===== src/shared/link_param_pkg.sv =====
// Purpose: Constants, register map and carrier types for the link parameter register bank.
// Assumes: Registers sit in byte lane 0 of 32-bit Avalon words; byte address is four times the index.
// Notes: Upper bits of every register word read as zero.
package link_param_pkg;
    localparam int ADDR_W = 13;
    localparam int IDX_W = 11;
    localparam int DATA_W = 32;
    localparam int LANES = 8;
    localparam int HI_LSB = 5;
    localparam int HI_W = 3;
    localparam int LO_W = 5;
    localparam int CS_LSB = 6;
    localparam int HD_BIT = 7;
    localparam int SOFT_RST_BIT = 3;

    localparam logic [IDX_W-1:0] IDX_LINK_PAGE = 11'h300;
    localparam logic [IDX_W-1:0] IDX_CONV = 11'h456;
    localparam logic [IDX_W-1:0] IDX_CTRL_RES = 11'h457;
    localparam logic [IDX_W-1:0] IDX_SUBCLASS = 11'h458;
    localparam logic [IDX_W-1:0] IDX_VERSION = 11'h459;
    localparam logic [IDX_W-1:0] IDX_DENSITY = 11'h45a;
    localparam logic [IDX_W-1:0] IDX_SPARE1 = 11'h45b;
    localparam logic [IDX_W-1:0] IDX_SPARE2 = 11'h45c;
    localparam logic [IDX_W-1:0] IDX_CHECKSUM = 11'h45d;
    localparam logic [IDX_W-1:0] IDX_DESKEW = 11'h46c;
    localparam logic [IDX_W-1:0] IDX_SOFT_RST = 11'h475;
    localparam logic [IDX_W-1:0] IDX_IRQ_STATUS = 11'h480;
    localparam logic [IDX_W-1:0] IDX_IRQ_MASK = 11'h481;

    localparam logic [1:0] CS_VALUE = 2'h0;
    localparam logic [4:0] CF_VALUE = 5'h00;
    localparam logic HD_VALUE = 1'b1;
    localparam logic SOFT_RST_INIT = 1'b0;

    typedef struct packed {
        logic [7:0] converter_count;
        logic [4:0] resolution_less_one;
        logic [2:0] device_subclass;
        logic [4:0] sample_width_less_one;
        logic [2:0] link_standard_version;
        logic [4:0] samples_less_one;
        logic [7:0] spare_field_one;
        logic [7:0] spare_field_two;
        logic [7:0] config_checksum;
    } link_cfg_t;

    localparam link_cfg_t CFG_RESET = '{
        converter_count: 8'h01,
        resolution_less_one: 5'h0f,
        device_subclass: 3'h0,
        sample_width_less_one: 5'h0f,
        link_standard_version: 3'h0,
        samples_less_one: 5'h01,
        spare_field_one: 8'h00,
        spare_field_two: 8'h00,
        config_checksum: 8'h00
    };

    typedef enum logic [1:0] {
        PH_IDLE = 2'b00,
        PH_ACK = 2'b01
    } bus_phase_t;

    typedef enum logic [3:0] {
        SEL_NONE, SEL_PAGE, SEL_CONV, SEL_CTRL_RES, SEL_SUBCLASS, SEL_VERSION, SEL_DENSITY,
        SEL_SPARE1, SEL_SPARE2, SEL_CHECKSUM, SEL_DESKEW, SEL_SOFT_RST, SEL_IRQ_STATUS,
        SEL_IRQ_MASK
    } reg_sel_t;
endpackage


===== src/hdl/link_param_config_regs.sv =====
// Purpose: Paged link parameter register bank with deskew status and interrupt, on Avalon-MM.
// Assumes: Lane deskew inputs are synchronous to clk; single clock domain.
// Notes: Each access is answered one cycle after it is presented.
//
// Function
// - An 8-bit read/write converter count less one resets to one.
// - Two read-only control-bit fields at bits 7:6 and 4:0 always read zero.
// - A 5-bit read/write resolution less one at bits 4:0 resets to fifteen.
// - A 3-bit read/write subclass at bits 7:5 resets to zero, with 0 and 1 as subclasses.
// - A 5-bit read/write sample width less one at bits 4:0 resets to fifteen.
// - A 3-bit read/write standard version at bits 7:5 resets to zero, 0 and 1 as revisions.
// - A 5-bit read/write samples per frame less one resets to one.
// - A read-only high density flag at bit 7 always reads one.
// - Two 8-bit read/write spare fields reset to zero and have no other effect.
// - An 8-bit read/write configuration checksum resets to zero.
// - Lanes 7 and 6 deskew status read at bits 7 and 6, one meaning achieved, reset zero.
// - Every register listed here is accessed in the copy of the link chosen by the page control; the page, soft reset and interrupt mask registers are shared.
// - Lanes 5 down to 0 deskew status read at bits 5 down to 0 with the same encoding.
//
// The Avalon-MM register port was decided locally.
`timescale 1ns/1ps
`default_nettype none

module link_param_config_regs
    import link_param_pkg::*;
#(
    parameter int NUM_LINKS = 2
) (
    input wire logic clk,
    input wire logic rst_n,
    input wire logic [ADDR_W-1:0] avs_address,
    input wire logic avs_read,
    input wire logic avs_write,
    input wire logic [DATA_W-1:0] avs_writedata,
    input wire logic [3:0] avs_byteenable,
    output logic [DATA_W-1:0] avs_readdata,
    output logic avs_waitrequest,
    input wire logic [NUM_LINKS-1:0][LANES-1:0] lane_deskew_ok,
    output link_cfg_t [NUM_LINKS-1:0] link_cfg,
    output logic deskew_block_soft_reset,
    output logic irq
);
    localparam int PAGE_W = (NUM_LINKS > 1) ? $clog2(NUM_LINKS) : 1;

    // A power of two keeps every page value backed by a real link copy.
    if (NUM_LINKS < 2 || NUM_LINKS > 8 || (NUM_LINKS & (NUM_LINKS - 1)) != 0) begin : g_chk
        $error("NUM_LINKS must be a power of two from 2 to 8");
    end

    typedef struct packed {
        bus_phase_t phase;
        logic waitrequest;
        logic [DATA_W-1:0] readdata;
        logic [PAGE_W-1:0] link_page;
        logic soft_reset;
        logic irq;
        link_cfg_t [NUM_LINKS-1:0] cfg;
        logic [NUM_LINKS-1:0][LANES-1:0] deskew_seen;
        logic [NUM_LINKS-1:0][LANES-1:0] irq_status;
        logic [LANES-1:0] irq_mask;
    } state_t;

    localparam state_t ST_RESET = '{
        phase: PH_IDLE,
        waitrequest: 1'b1,
        readdata: '0,
        link_page: '0,
        soft_reset: SOFT_RST_INIT,
        irq: 1'b0,
        cfg: {NUM_LINKS{CFG_RESET}},
        deskew_seen: '0,
        irq_status: '0,
        irq_mask: '0
    };

    function automatic reg_sel_t decode(input logic [IDX_W-1:0] idx);
        case (idx)
            IDX_LINK_PAGE: decode = SEL_PAGE;
            IDX_CONV: decode = SEL_CONV;
            IDX_CTRL_RES: decode = SEL_CTRL_RES;
            IDX_SUBCLASS: decode = SEL_SUBCLASS;
            IDX_VERSION: decode = SEL_VERSION;
            IDX_DENSITY: decode = SEL_DENSITY;
            IDX_SPARE1: decode = SEL_SPARE1;
            IDX_SPARE2: decode = SEL_SPARE2;
            IDX_CHECKSUM: decode = SEL_CHECKSUM;
            IDX_DESKEW: decode = SEL_DESKEW;
            IDX_SOFT_RST: decode = SEL_SOFT_RST;
            IDX_IRQ_STATUS: decode = SEL_IRQ_STATUS;
            IDX_IRQ_MASK: decode = SEL_IRQ_MASK;
            default: decode = SEL_NONE;
        endcase
    endfunction

    state_t st_reg;
    state_t st_next;
    reg_sel_t sel;
    logic [7:0] rd_byte;
    logic [7:0] wr_byte;
    logic [LANES-1:0] clr_bits;
    link_cfg_t cur;

    always_comb begin
        st_next = st_reg;
        sel = decode(avs_address[ADDR_W-1:2]);
        cur = st_reg.cfg[st_reg.link_page];
        wr_byte = avs_writedata[7:0];
        clr_bits = '0;
        rd_byte = 8'h00;
        case (sel)
            SEL_PAGE: rd_byte = 8'(st_reg.link_page);
            SEL_CONV: rd_byte = cur.converter_count;
            SEL_CTRL_RES: rd_byte = {CS_VALUE, 1'b0, cur.resolution_less_one};
            SEL_SUBCLASS: rd_byte = {cur.device_subclass, cur.sample_width_less_one};
            SEL_VERSION: rd_byte = {cur.link_standard_version, cur.samples_less_one};
            SEL_DENSITY: rd_byte = {HD_VALUE, 2'b00, CF_VALUE};
            SEL_SPARE1: rd_byte = cur.spare_field_one;
            SEL_SPARE2: rd_byte = cur.spare_field_two;
            SEL_CHECKSUM: rd_byte = cur.config_checksum;
            SEL_DESKEW: rd_byte = st_reg.deskew_seen[st_reg.link_page];
            SEL_SOFT_RST: rd_byte = 8'(st_reg.soft_reset) << SOFT_RST_BIT;
            SEL_IRQ_STATUS: rd_byte = st_reg.irq_status[st_reg.link_page];
            SEL_IRQ_MASK: rd_byte = st_reg.irq_mask;
            default: rd_byte = 8'h00;
        endcase
        case (st_reg.phase)
            PH_IDLE: begin
                if (avs_read || avs_write) begin
                    st_next.phase = PH_ACK;
                    st_next.waitrequest = 1'b0;
                    if (avs_read) begin
                        st_next.readdata = {24'h000000, rd_byte};
                    end
                end
            end
            PH_ACK: begin
                st_next.phase = PH_IDLE;
                st_next.waitrequest = 1'b1;
                // The write lands on the same edge at which the master sees waitrequest low.
                if (avs_write && avs_byteenable[0]) begin
                    case (sel)
                        SEL_PAGE: st_next.link_page = wr_byte[PAGE_W-1:0];
                        SEL_CONV: st_next.cfg[st_reg.link_page].converter_count = wr_byte;
                        SEL_CTRL_RES: begin
                            st_next.cfg[st_reg.link_page].resolution_less_one =
                                wr_byte[LO_W-1:0];
                        end
                        SEL_SUBCLASS: begin
                            st_next.cfg[st_reg.link_page].device_subclass =
                                wr_byte[HI_LSB +: HI_W];
                            st_next.cfg[st_reg.link_page].sample_width_less_one =
                                wr_byte[LO_W-1:0];
                        end
                        SEL_VERSION: begin
                            st_next.cfg[st_reg.link_page].link_standard_version =
                                wr_byte[HI_LSB +: HI_W];
                            st_next.cfg[st_reg.link_page].samples_less_one =
                                wr_byte[LO_W-1:0];
                        end
                        SEL_SPARE1: st_next.cfg[st_reg.link_page].spare_field_one = wr_byte;
                        SEL_SPARE2: st_next.cfg[st_reg.link_page].spare_field_two = wr_byte;
                        // Software is trusted to change this only under soft reset.
                        SEL_CHECKSUM: begin
                            st_next.cfg[st_reg.link_page].config_checksum = wr_byte;
                        end
                        SEL_SOFT_RST: st_next.soft_reset = wr_byte[SOFT_RST_BIT];
                        SEL_IRQ_STATUS: clr_bits = wr_byte;
                        SEL_IRQ_MASK: st_next.irq_mask = wr_byte;
                        default: st_next.link_page = st_reg.link_page;
                    endcase
                end
            end
            default: begin
                st_next.phase = PH_IDLE;
                st_next.waitrequest = 1'b1;
            end
        endcase
        // A lane losing deskew sets its sticky bit; the set wins over a same-cycle clear.
        st_next.irq = 1'b0;
        for (int l = 0; l < NUM_LINKS; l++) begin
            st_next.deskew_seen[l] = lane_deskew_ok[l];
            if (PAGE_W'(l) == st_reg.link_page) begin
                st_next.irq_status[l] = st_reg.irq_status[l] & ~clr_bits;
            end
            st_next.irq_status[l] = st_next.irq_status[l]
                | (st_reg.deskew_seen[l] & ~lane_deskew_ok[l]);
            st_next.irq = st_next.irq | (|(st_next.irq_status[l] & st_next.irq_mask));
        end
    end

    always_ff @(posedge clk or negedge rst_n) begin
        if (!rst_n) begin
            st_reg <= ST_RESET;
        end else begin
            st_reg <= st_next;
        end
    end

    assign avs_readdata = st_reg.readdata;
    assign avs_waitrequest = st_reg.waitrequest;
    assign link_cfg = st_reg.cfg;
    assign deskew_block_soft_reset = st_reg.soft_reset;
    assign irq = st_reg.irq;

    logic wr_hit;
    logic rd_req;
    assign wr_hit = st_reg.phase == PH_ACK && avs_write && avs_byteenable[0];
    assign rd_req = st_reg.phase == PH_IDLE && avs_read;

    logic [NUM_LINKS-1:0] irq_link;
    logic [NUM_LINKS-1:0][LANES-1:0] lane_lost;

    // Per-link event and clear checks; the set must win over a same-cycle clear.
    for (genvar g = 0; g < NUM_LINKS; g++) begin : g_link
        assign irq_link[g] = |(st_reg.irq_status[g] & st_reg.irq_mask);
        assign lane_lost[g] = st_reg.deskew_seen[g] & ~lane_deskew_ok[g];

    end
endmodule

`default_nettype wire


===== config.mk =====
export PLATFORM = sky130hd
export DESIGN_NAME = link_param_config_regs
export DESIGN_NICKNAME = d
export VERILOG_FILES = /design/src/shared/link_param_pkg.sv /design/src/hdl/link_param_config_regs.sv
export SDC_FILE = /design/constraint.sdc
export NUM_CORES = 1
export LEC_CHECK = 0
export ABC_CLOCK_PERIOD_IN_PS = 3560
export BUFFER_PORTS_ARGS = -buffer_cell sky130_fd_sc_hd__buf_4
export CAP_MARGIN = 20
export CORE_ASPECT_RATIO = 0.7
export CORE_MARGIN = 8
export CORE_UTILIZATION = 54
export CTS_CLUSTER_DIAMETER = 80
export CTS_CLUSTER_SIZE = 20
export DETAILED_ROUTE_END_ITERATION = 10
export PLACE_DENSITY = 0.8
export SETUP_SLACK_MARGIN = 0.05
export SLEW_MARGIN = 20
export SYNTH_ARGS = -nofsm -noshare
export SYNTH_HDL_FRONTEND = slang
export SYNTH_SLANG_ARGS = --single-unit

===== constraint.sdc =====
create_clock -name clk -period 3.56 [get_ports clk]
set_input_delay 0.178 -clock clk [delete_from_list [all_inputs] [get_ports clk]]
set_output_delay 0.178 -clock clk [all_outputs]
set_load 0.005 [all_outputs]

== After elaboration in Yosys (flattened, before gate mapping) ==
Cells that the tools add are included.

* Flip-flop bits (word level): 160
* Output and inout port bits: 141

* Order comparisons: 2
* Equality and inequality tests: 28
* Multiplexer cells: 47
* Bitwise operators: 12
* Reductions and logical operators: 11

{| class="wikitable"
|+ Operator list
! operator !! count
|-
| $bwmux 106 || 9
|-
| $pmux 106 s7 || 1
|-
| $demux 53 s1 || 9
|-
| $mux 53 || 3
|-
| $eq 11x11->1 const B || 12
|-
| $mux 8 || 14
|-
| $pmux 8 s13 || 1
|-
| $pmux 4 s13 || 1
|-
| $and 8x8->8 || 6
|-
| $mux 45 || 1
|-
| $mux 40 || 1
|-
| $mux 37 || 1
|-
| $mux 35 || 1
|-
| $mux 32 || 1
|-
| $mux 29 || 1
|-
| $eq 4x4->1 const B || 6
|-
| $mux 24 || 1
|-
| $not 8->8 || 3
|-
| $eq 4x3->1 const B || 4
|-
| $mux 16 || 1
|-
| $or 8x8->8 || 2
|-
| $reduce_or 8->1 || 2
|-
| $reduce_and 3->1 || 4
|-
| $eq 11x10->1 const B || 1
|-
| other kinds (12) || 14
|}

== Longest topological paths before layout ==
Gate-level depths: netlist (run 1).

* Depth in word-level cells: 13
* Gate-level depth with buffers: 10
* Depth with buffers taken out: 6

== Worst setup path before layout (run 1) ==
No wires, ideal clock.

* Kind: input-to-reg
* Start point: in avs_address[4]
* End point: reg st_reg, in the netlist link_cfg[78]
* Library setup time: 0.125 ns
* Arrival: 2.663 ns
* Data required time: 3.435 ns
* Path slack: 0.773 ns
* Stages on the path: 10
* Path buffers: 4
* Cell sequence: buf_6 or4_4 buf_6 or4_4 o211a_1 buf_6 nor2_2 and3_1 buf_4 mux2_2

* Cells in the longest elaborated chain, start to end: 5
* Elaborated cells on any way between the ends: 24
* Those cells by class: eq/ne (20); mux (2); reduce/logical (2)

{| class="wikitable"
|+ Ends and longest elaborated chain
! element !! RTL line !! RTL
|-
| start: declaration || link_param_config_regs.sv:31 || <nowiki>input wire logic [ADDR_W-1:0] avs_address,</nowiki>
|-
| $eq 11x11->1 or $eq 11x10->1 (tied branches) || link_param_config_regs.sv:77 || <nowiki>case (idx)</nowiki>
|-
| $pmux 4 s13 * || link_param_config_regs.sv:77 ||
|-
| $eq 4x4->1, or another cell as far along || link_param_config_regs.sv:141 || <nowiki>case (sel)</nowiki>
|-
| $reduce_bool 7->1 (no line) || -- ||
|-
| $reduce_and 3->1 (no line) || -- ||
|-
| end signal: assignment || link_param_config_regs.sv:195 || <nowiki>st_reg <= st_next;</nowiki>
|-
| end: declaration || link_param_config_regs.sv:95 || <nowiki>state_t st_reg;</nowiki>
|}

Mark *: on every way between the ends. The rest lies on a longest branch, timed or not.
A chain may end at the register's enable or synchronous reset.

==> metrics.txt, run 1 <==
status=finished, final reports clean; CTS H-tree depth=4; Initial Utilization=54.55%; Die Width=168.4 um; CTS Sinks=159; vias per cell=5.918; worst hold margin=0.04326 ns; final setup vio count=0; Worst Path Max Fanout=8; Post-CTS Setup Bufs=0; DRT antenna net count=0; post-CTS resize count=0; Main synth FF type=dfrtp_1; initial antenna violation count=0; Sw Pwr=922.1 uW; GRT overflow=0; row count=39; TritonCTS clock tree=built; Yosys reg bits=159; clk slew on worst S/H paths=0.06 ns; Clock Tree Root=clkbuf_16; wire per inst=23.39 um; period utilisation layout=82.54%; dpl ws=0.4664 ns; Final WS setup=0.6217 ns; Leakage=0.004847 uW; Yosys warnings=0; Synth Cell Area=8785 sq um; Cell variety after synth=69; placed wire-length estimate=18.15 mm; Clk pwr share=49.4%; Final min period=2.938 ns; Longest Clk Path Bufs=2; HP Class=primary input to flop; Combinational Power Share=5.2%; RePlAce Congestion=0.9664; Internal=3111 uW; # IOs=210; Layout Nets=905; chip height=122.7 um; Slew Viols, Final=0; flop2flop setup slack=0.62 ns; Fin Setup TNS=0 ns; Worst IR Drop VDD=0.3387 mV; IO Port Bufs=156; fillers=1248; cts bufs inserted=17; die area=20670 sq um; via count=6238; nature of the critical path endpoint=flop; ys async rst share=100.0%; Worst EP required=3.85 ns; worst slew pin tran=1.008 ns; leading cell type in the layout, fill and taps excluded=buf_4; Synth area leader=dfrtp_1; core footprint=16100 sq um; number of max-cap violations=0; clock latency on the worst-skew pair=0.43 ns; area fraction of the dominant cell type after synthesis=39.31%; Total Routing Usage GR=24.08%; first-pass GRT wire length=37.87 mm; Synth area leaders=dfrtp_1 (39%), mux2_2 (14%), buf_4 (12%); Fin Clk Skew=0.01189 ns; max reg flops=106; layout cells sized above 1=44.17%; initial drt markers=567; part of the power in registers=45.4%; Startpoint Class=flop; Power per Cell Area=398.4 nW/um^2; Max Clock Freq=0.3403 GHz; commonest non-fill, non-tap cells in the layout=buf_4 (180), dfrtp_1 (137), mux2_2 (110), nand2_1 (48), mux2i_1 (35); Total Wirelength=24.65 mm; sequential fraction of the synthesis area=45.59%; vias in the first global route=6352; RSZ-0062 raised after global routing=no; DRC viols=0; Worst EP arrival=3.23 ns; pin count of the biggest net entering global routing=105; relative slew slack=32.60%; Post-Syn Area per Cell=11.42 sq um; diode count=0; post-synthesis instance total=769; Sw Share=22.86%; DRT Pass-1 Iters=5; EDFF count, synth=0; hold_buf cts=18; area grow syn2layout=15.23%; Worst Setup Path Type=flop to flop; Hold Fails Final Rpt=0
==> power groups by stage <==
stage / clock, uW / sequential, uW / combinational, uW
global route: 2100 / 1830 / 228
global placement: 0 / 1860 / 188
detailed placement: 0 / 1860 / 189
CTS: 2020 / 1830 / 206
floorplan: 0 / 1860 / 95.5
finish: 1990 / 1830 / 208
==> critical path, cell delays in order (launching register included) <==
cell	delay, ns
dfrtp_1	0.44
nand4_1	0.39
nor4_4	0.72
o21bai_1	0.16
a211o_1	0.30
a22o_1	0.25
or4_1	0.54
==> layout make-up <==
type | count | area [sq um] | area share, %
inverter | 24 | 90.09 | 0.8900
clock inverter | 13 | 200.2 | 1.978
timing repair buffer | 199 | 1543 | 15.24
sequential | 159 | 4009 | 39.60
clock buffer | 19 | 442.9 | 4.376
tap | 205 | 256.5 | 2.534
multi-input combinational | 435 | 3581 | 35.38
==> per-stage QoR <==
| step | total power [uW] | util, % | cells | instance area [sq um] |
|---|---|---|---|---|
| floorplan | 1958 | - | 792 | 8871 |
| finish | 4033 | 62.86 | 1054 | 10120 |
| global route | 4160 | 62.86 | 1054 | 10120 |
| global placement | 2053 | 57.75 | 1004 | 9299 |
| CTS | 4055 | 62.86 | 1054 | 10120 |
| detailed placement | 2053 | 57.75 | 1004 | 9299 |
==> Yosys cell counts, drive strengths merged, types with 6 or more instances <==
cell      n
buf     151
dfrtp   138
mux2    110
nand2    49
mux2i    35
inv      24
clkbuf   23
dfstp    21
nor2     20
o21ai    18
o22ai    18
nor4     17
a22o     14
o21bai   10
nor2b     9
mux4      8
or4       8
a211o     6
or2       6
==> cells by family (layout without fill, tap and decap cells) <==
group	after synthesis	in the layout	synth area share, %
AO/OA/AOI/OAI	104	104	8.617
XOR/XNOR	2	2	0.1994
buffers and inverters	198	255	14.70
flip-flops	159	159	45.59
multiplexers	153	153	20.14
other	1	24	0.04269
AND/OR/NAND/NOR	152	152	10.71
==> metal layers <==
layer / part of all wire (%) / routed length [um] / track usage [%] / vias to the layer above
li1: - / - / - / 2747
met1: 43 / 10580 / 32.34 / 3148
met2: 44 / 10880 / 35.12 / 315
met3: 11 / 2825 / 10.38 / 28
met4: 1.5 / 362 / 6.670 / 0
met5: 0 / 0 / 0 / -
==> final timing paths <==
| path | start | end | depth (start not counted) |
|---|---|---|---|
| min reg2reg | avs_readdata[6] | avs_readdata[6] | 2 |
| max | st_reg[182] | irq | 6 |
| max reg2reg | st_reg[182] | irq | 6 |
| max in group asynchronous | rst_n | link_cfg[98] | 3 |
| min | avs_write | st_reg[182] | 3 |
| min in group asynchronous | rst_n | st_reg[19] | 2 |
Power figures use the tool's default switching activity.
==> inputs of run 2 (changes only) <==
--- a/config.mk
+++ b/config.mk
@@ -5,16 +5,16 @@
 export SDC_FILE = /design/constraint.sdc
 export NUM_CORES = 1
 export LEC_CHECK = 0
-export ABC_CLOCK_PERIOD_IN_PS = 3560
+export ABC_CLOCK_PERIOD_IN_PS = 2700
 export BUFFER_PORTS_ARGS = -buffer_cell sky130_fd_sc_hd__buf_4
 export CAP_MARGIN = 20
 export CORE_ASPECT_RATIO = 0.7
 export CORE_MARGIN = 8
-export CORE_UTILIZATION = 54
+export CORE_UTILIZATION = 49
 export CTS_CLUSTER_DIAMETER = 80
 export CTS_CLUSTER_SIZE = 20
 export DETAILED_ROUTE_END_ITERATION = 10
-export PLACE_DENSITY = 0.8
+export PLACE_DENSITY = 0.77
 export SETUP_SLACK_MARGIN = 0.05
 export SLEW_MARGIN = 20
 export SYNTH_ARGS = -nofsm -noshare
==> constraint.sdc (replaced) <==
create_clock -name clk -period 2.7 [get_ports clk]
set_input_delay 0.135 -clock clk [delete_from_list [all_inputs] [get_ports clk]]
set_output_delay 0.135 -clock clk [all_outputs]
set_load 0.005 [all_outputs]
==> run 2 against run 1 <==
Compared with the run above:
- worst setup slack got worse by 0.49 ns
- largest power group is now sequential cells
- wire length up 4.3%
- highest routed layer unchanged
- non-clock buffer count increased by 42
- count of clock-buffer cells in the layout is 1 higher
- first-iteration DRC count is 10% higher
- register-to-register slack got worse by 0.49 ns
- global-route usage down 1.0 points
- total power up 26%
- fmax up 14%
- utilization shrank 4.1 points
==> metrics.txt, run 2 (synthesized netlist as in run 1, its figures left out) <==
placed wire-length estimate=19.20 mm; Total Wirelength=25.72 mm; Final Instance Area=10460 sq um; Worst EP arrival=2.87 ns; CTS Sinks=159; dpl ws=-0.03150 ns; relative slew slack=53.85%; clk slew on worst S/H paths=0.07 ns; cts bufs inserted=17; Final WS setup=0.1308 ns; Power per Cell Area=487.6 nW/um^2; busiest grt layer=met2; pin count of the biggest net entering global routing=72; layout cells sized above 1=46.58%; status=finished, final reports clean; non-filler instance count after layout=1127; chip height=128.0 um; via count=6370; core footprint=17800 sq um; Max Clock Freq=0.3892 GHz; Slew Viols, Final=0; fillers=1477; vias in the first global route=6600; initial drt markers=624; Initial Utilization=49.35%; vias per cell=5.652; Critical Path Start=st_reg[148]; wire per inst=22.82 um; met2 GRT Util=33.15%; period utilisation layout=95.15%; Cells after DPL=1075; IO Port Bufs=156; initial antenna violation count=0; DRC viols=0; flop2flop setup slack=0.13 ns; final core occ=58.74%; FF-to-FF Start=st_reg[148]; worst hold margin=0.03150 ns; Hold Fails Final Rpt=0; final setup vio count=0; DRT Pass-1 Iters=7; number of max-cap violations=0; TritonCTS clock tree=built; area grow syn2layout=19.03%; Hold Path Sink=avs_waitrequest; Fin Clk Skew=0.01142 ns; max reg flops=106; CTS H-tree depth=4; row count=41; DRT antenna net count=0; Clock Tree Root=clkbuf_16; worst reg2reg endpoint=irq; Global Route met1 Usage=32.43%; GRT met3 Usage=7.681%; diode count=0; commonest non-fill, non-tap cells in the layout=buf_4 (218), dfrtp_1 (137), mux2_2 (110), nand2_1 (48), mux2i_1 (35); Worst R2R Path Depth=7; Post-DP Area=9668 sq um; Worst Setup Path Type=flop to flop; Startpoint Class=flop; first-pass GRT wire length=39.61 mm; clock latency on the worst-skew pair=0.43 ns; die area=22540 sq um; Worst EP required=3.00 ns; Worst Path Max Fanout=3; Die Width=176.0 um; Worst IR Drop VDD=0.3055 mV; Final min period=2.569 ns; # IOs=210; RePlAce Congestion=0.9116; worst slew pin tran=0.6922 ns; HP Class=primary input to flop; Hold Crit Start=avs_write; leading cell type in the layout, fill and taps excluded=buf_4; GRT overflow=0; Longest Clk Path Bufs=2; nature of the critical path endpoint=flop; Layout Nets=947; Leakage=0.005014 uW; cell count of the worst hold path=3; Total Routing Usage GR=23.07%; RSZ-0062 raised after global routing=yes
run 2: cell count changes in the layout (fill, tap and decap cells not counted), sizes merged:
cell	delta
buf	+40
clkinvlp	+4
bufinv	-3
clkinv	-2
dlygate4sd3	+2
clkbuf	+1
run 2: cell type report:
| type | count | area, sq um | share of cell area [%] |
|---|---|---|---|
| inverter | 24 | 90.09 | 0.8616 |
| clock inverter | 12 | 123.9 | 1.185 |
| clock buffer | 20 | 456.7 | 4.368 |
| sequential | 159 | 4009 | 38.34 |
| timing repair buffer | 241 | 1896 | 18.13 |
| multi-input combinational | 435 | 3586 | 34.29 |
| tap | 236 | 295.3 | 2.824 |
run 2: through the flow:
step                total power [uW]   TNS (ns)
global placement                2730   -0.02456
detailed placement              2732    -0.1611
floorplan                       2583          0
finish                          5098          0
global route                    5242  -0.004919
CTS                             5126          0
run 2: worst max-delay path by stage:
stage,endpoint,slack [ns],depth (start not counted)
detailed placement,irq,-0.03,9
global placement,irq,-0.02,9
finish,irq,0.13,7
global route,avs_readdata[5],-0.005,7
floorplan,link_cfg[25],0.03,9
CTS,irq,0.18,7
run 2: report_power, final:
part / internal [uW] / leakage [uW] / switching [uW]
combinational: 119 / 0.00272 / 181
clock: 1340 / 0.000273 / 1040
sequential: 2400 / 0.00202 / 13.2
run 2: repair_timing:
item | in CTS | in global routing
resized for setup | 0 | 1
setup endpoints to repair | 0 | 1
endpoints found under the hold margin | 81 | 0
hold buffers | 20 | 0
setup buffers | 0 | 0
run 2: per-layer routing:
metal	vias up	share of wire [%]
met5	-	0
met1	3244	46
met2	278	43
li1	2820	-
met3	28	9.3
met4	0	1.4
run 2: worst max-delay path: stages, from the launching register on:
cell	delay, ns
dfrtp_4	0.51
nand4b_1	0.30
nor4_2	0.30
buf_4	0.21
nand2_1	0.07
a211o_1	0.34
a22o_1	0.18
or4_1	0.52
==> inputs of run 3 (changes only) <==
--- a/config.mk
+++ b/config.mk
@@ -6,15 +6,15 @@
 export NUM_CORES = 1
 export LEC_CHECK = 0
 export ABC_CLOCK_PERIOD_IN_PS = 2700
-export BUFFER_PORTS_ARGS = -buffer_cell sky130_fd_sc_hd__buf_4
 export CAP_MARGIN = 20
 export CORE_ASPECT_RATIO = 0.7
 export CORE_MARGIN = 8
-export CORE_UTILIZATION = 49
+export CORE_UTILIZATION = 58
 export CTS_CLUSTER_DIAMETER = 80
 export CTS_CLUSTER_SIZE = 20
 export DETAILED_ROUTE_END_ITERATION = 10
-export PLACE_DENSITY = 0.77
+export DONT_BUFFER_PORTS = 1
+export PLACE_DENSITY = 0.76
 export SETUP_SLACK_MARGIN = 0.05
 export SLEW_MARGIN = 20
 export SYNTH_ARGS = -nofsm -noshare
==> run 3 against run 2 <==
Compared with the run above:
- the run now ends with negative hold slack left
- largest cell class unchanged
- clock skew shrank 0.0019 ns
- clock power grew 3%
- sequential power is essentially flat
- die area shrank 14%
- count of clock-buffer cells in the layout shrank 1
- via count shrank 9.4%
- critical path type unchanged
- register-to-register slack lost 0.03 ns
- fmax shrank 1.1%
- first-iteration DRC count shrank 28%
- sequential share of layout area grew 5.2 points
- total power shrank 0.81%
==> metrics.txt, run 3 (synthesized netlist as in run 1, its figures left out) <==
CTS Sinks=159; Worst Path Max Fanout=4; DRC viols=0; Total Routing Usage GR=25.46%; Power per Cell Area=549.8 nW/um^2; leading cell type in the layout, fill and taps excluded=dfrtp_1; # IOs=210; Crit. path cell count=7; wire per inst=26.86 um; Worst EP required=2.99 ns; Worst R2R Path Depth=7; Hold Fails Final Rpt=159; met2 GRT Util=37.36%; nature of the critical path endpoint=flop; period utilisation layout=96.19%; core footprint=14770 sq um; Clock Tree Root=clkbuf_16; RePlAce Congestion=0.9260; initial antenna violation count=1; vias per cell=6.279; RSZ-0062 raised after global routing=no; Longest Clk Path Bufs=2; Fin Setup TNS=0 ns; Worst EP arrival=2.89 ns; Fin Clk Skew=0.009492 ns; Crit path largest cell delay=0.54 ns; DRT Pass-1 Iters=5; Slowest-stage cell, CP=or4_4; Layout Nets=778; Slew Viols, Final=0; worst slew pin tran=0.8825 ns; DRT antenna net count=0; Worst IR Drop VDD=0.4372 mV; via count=5770; IO Port Bufs=0; HP Class=primary input to async pin; placed wire-length estimate=18.32 mm; status=finished with violations; busiest grt layer=met2; clk slew on worst S/H paths=0.06 ns; cts bufs inserted=17; Die Width=163.1 um; commonest non-fill, non-tap cells in the layout=dfrtp_1 (137), mux2_2 (110), nand2_1 (48), buf_4 (42), mux2i_1 (35); vias in the first global route=5945; critical path buffer and inverter count=1; pin count of the biggest net entering global routing=160; TritonCTS clock tree=built; GRT met3 Usage=10.87%; clock latency on the worst-skew pair=0.43 ns; hold_buf cts=26; area grow syn2layout=4.714%; Top delay family on crit path=simple AND/OR/NAND/NOR gates; Tot Pwr=5057 uW; failing checks=negative hold slack; die area=19400 sq um; first-pass GRT wire length=37.41 mm; flop2flop setup slack=0.10 ns; number of max-cap violations=0; final setup vio count=0; Max Clock Freq=0.3850 GHz; max reg flops=106; cell chain of the critical path=nand4b_1, nor4_2, buf_4, nand2_1, a211o_1, a22o_1, or4_4; Global Route met1 Usage=33.89%; initial drt markers=450; relative slew slack=40.34%; Final min period=2.597 ns; Total Wirelength=24.68 mm; chip height=119.0 um; Initial Utilization=59.48%; Leakage=0.004147 uW; row count=37; GRT overflow=0; Startpoint Class=flop; Worst Setup Path Type=flop to flop; CTS H-tree depth=4; worst hold margin=-0.5985 ns; layout cells sized above 1=33.38%
## run 3: changes by cell type in the layout (fill, tap and decap cells not counted), moves of 2 or more
cell,before,now
bufinv_16,1,3
buf_12,1,4
clkinv_2,0,3
diode_2,0,2
buf_4,218,42
dlygate4sd3_1,20,26
inv_6,5,2
## run 3: layout make-up
cell class | count | area [sq um]
antenna | 2 | 5.005
clock buffer | 19 | 442.9
clock inverter | 13 | 162.7
fill | 1171 | 5569
inverter | 24 | 90.09
multi-input combinational | 435 | 3590
sequential | 159 | 4009
tap | 195 | 244.0
timing repair buffer | 72 | 655.6
## run 3: through the flow
| step | utilization [%] | instances | setup slack [ns] | cell area (sq um) |
|---|---|---|---|---|
| after CTS | 62.18 | 916 | 0.1139 | 9183 |
| final | 62.29 | 919 | 0.1027 | 9199 |
| after global placement | 56.16 | 855 | -0.01298 | 8294 |
| after global routing | 62.27 | 918 | 0.08125 | 9196 |
| after floorplan | - | 792 | 0.02640 | 8880 |
| after detailed placement | 56.16 | 855 | 0.008803 | 8294 |
## run 3: what timing repair did
item / in CTS / in global routing
pin swaps: 0 / 0
buffers inserted: 3 / 1
setup endpoints to repair: 1 / 1
endpoints found under the hold margin: 302 / 159
resized for setup: 0 / 1
## run 3: path summary, 6_finish.rpt
path / from / to
min in group clk: avs_address[2] / st_reg[14]
setup reg to reg: st_reg[148] / irq
max in group asynchronous: rst_n / link_cfg[98]
hold reg to reg: st_reg[8] / st_reg[8]
setup / recovery: st_reg[148] / irq
hold / removal: rst_n / st_reg[14]
## run 3: where the power goes
part           total, uW  internal, uW  switching, uW
clock network       2460          1480            983
logic                175          73.8            101
registers           2420          2400           13.8
## run 3: routing by layer
layer  vias to the layer above  part of all wire, %
li1                       2479                    -
met1                      2995                   42
met2                       269                   45
met3                        27                   12
met4                         0                  1.7
met5                         -                    0
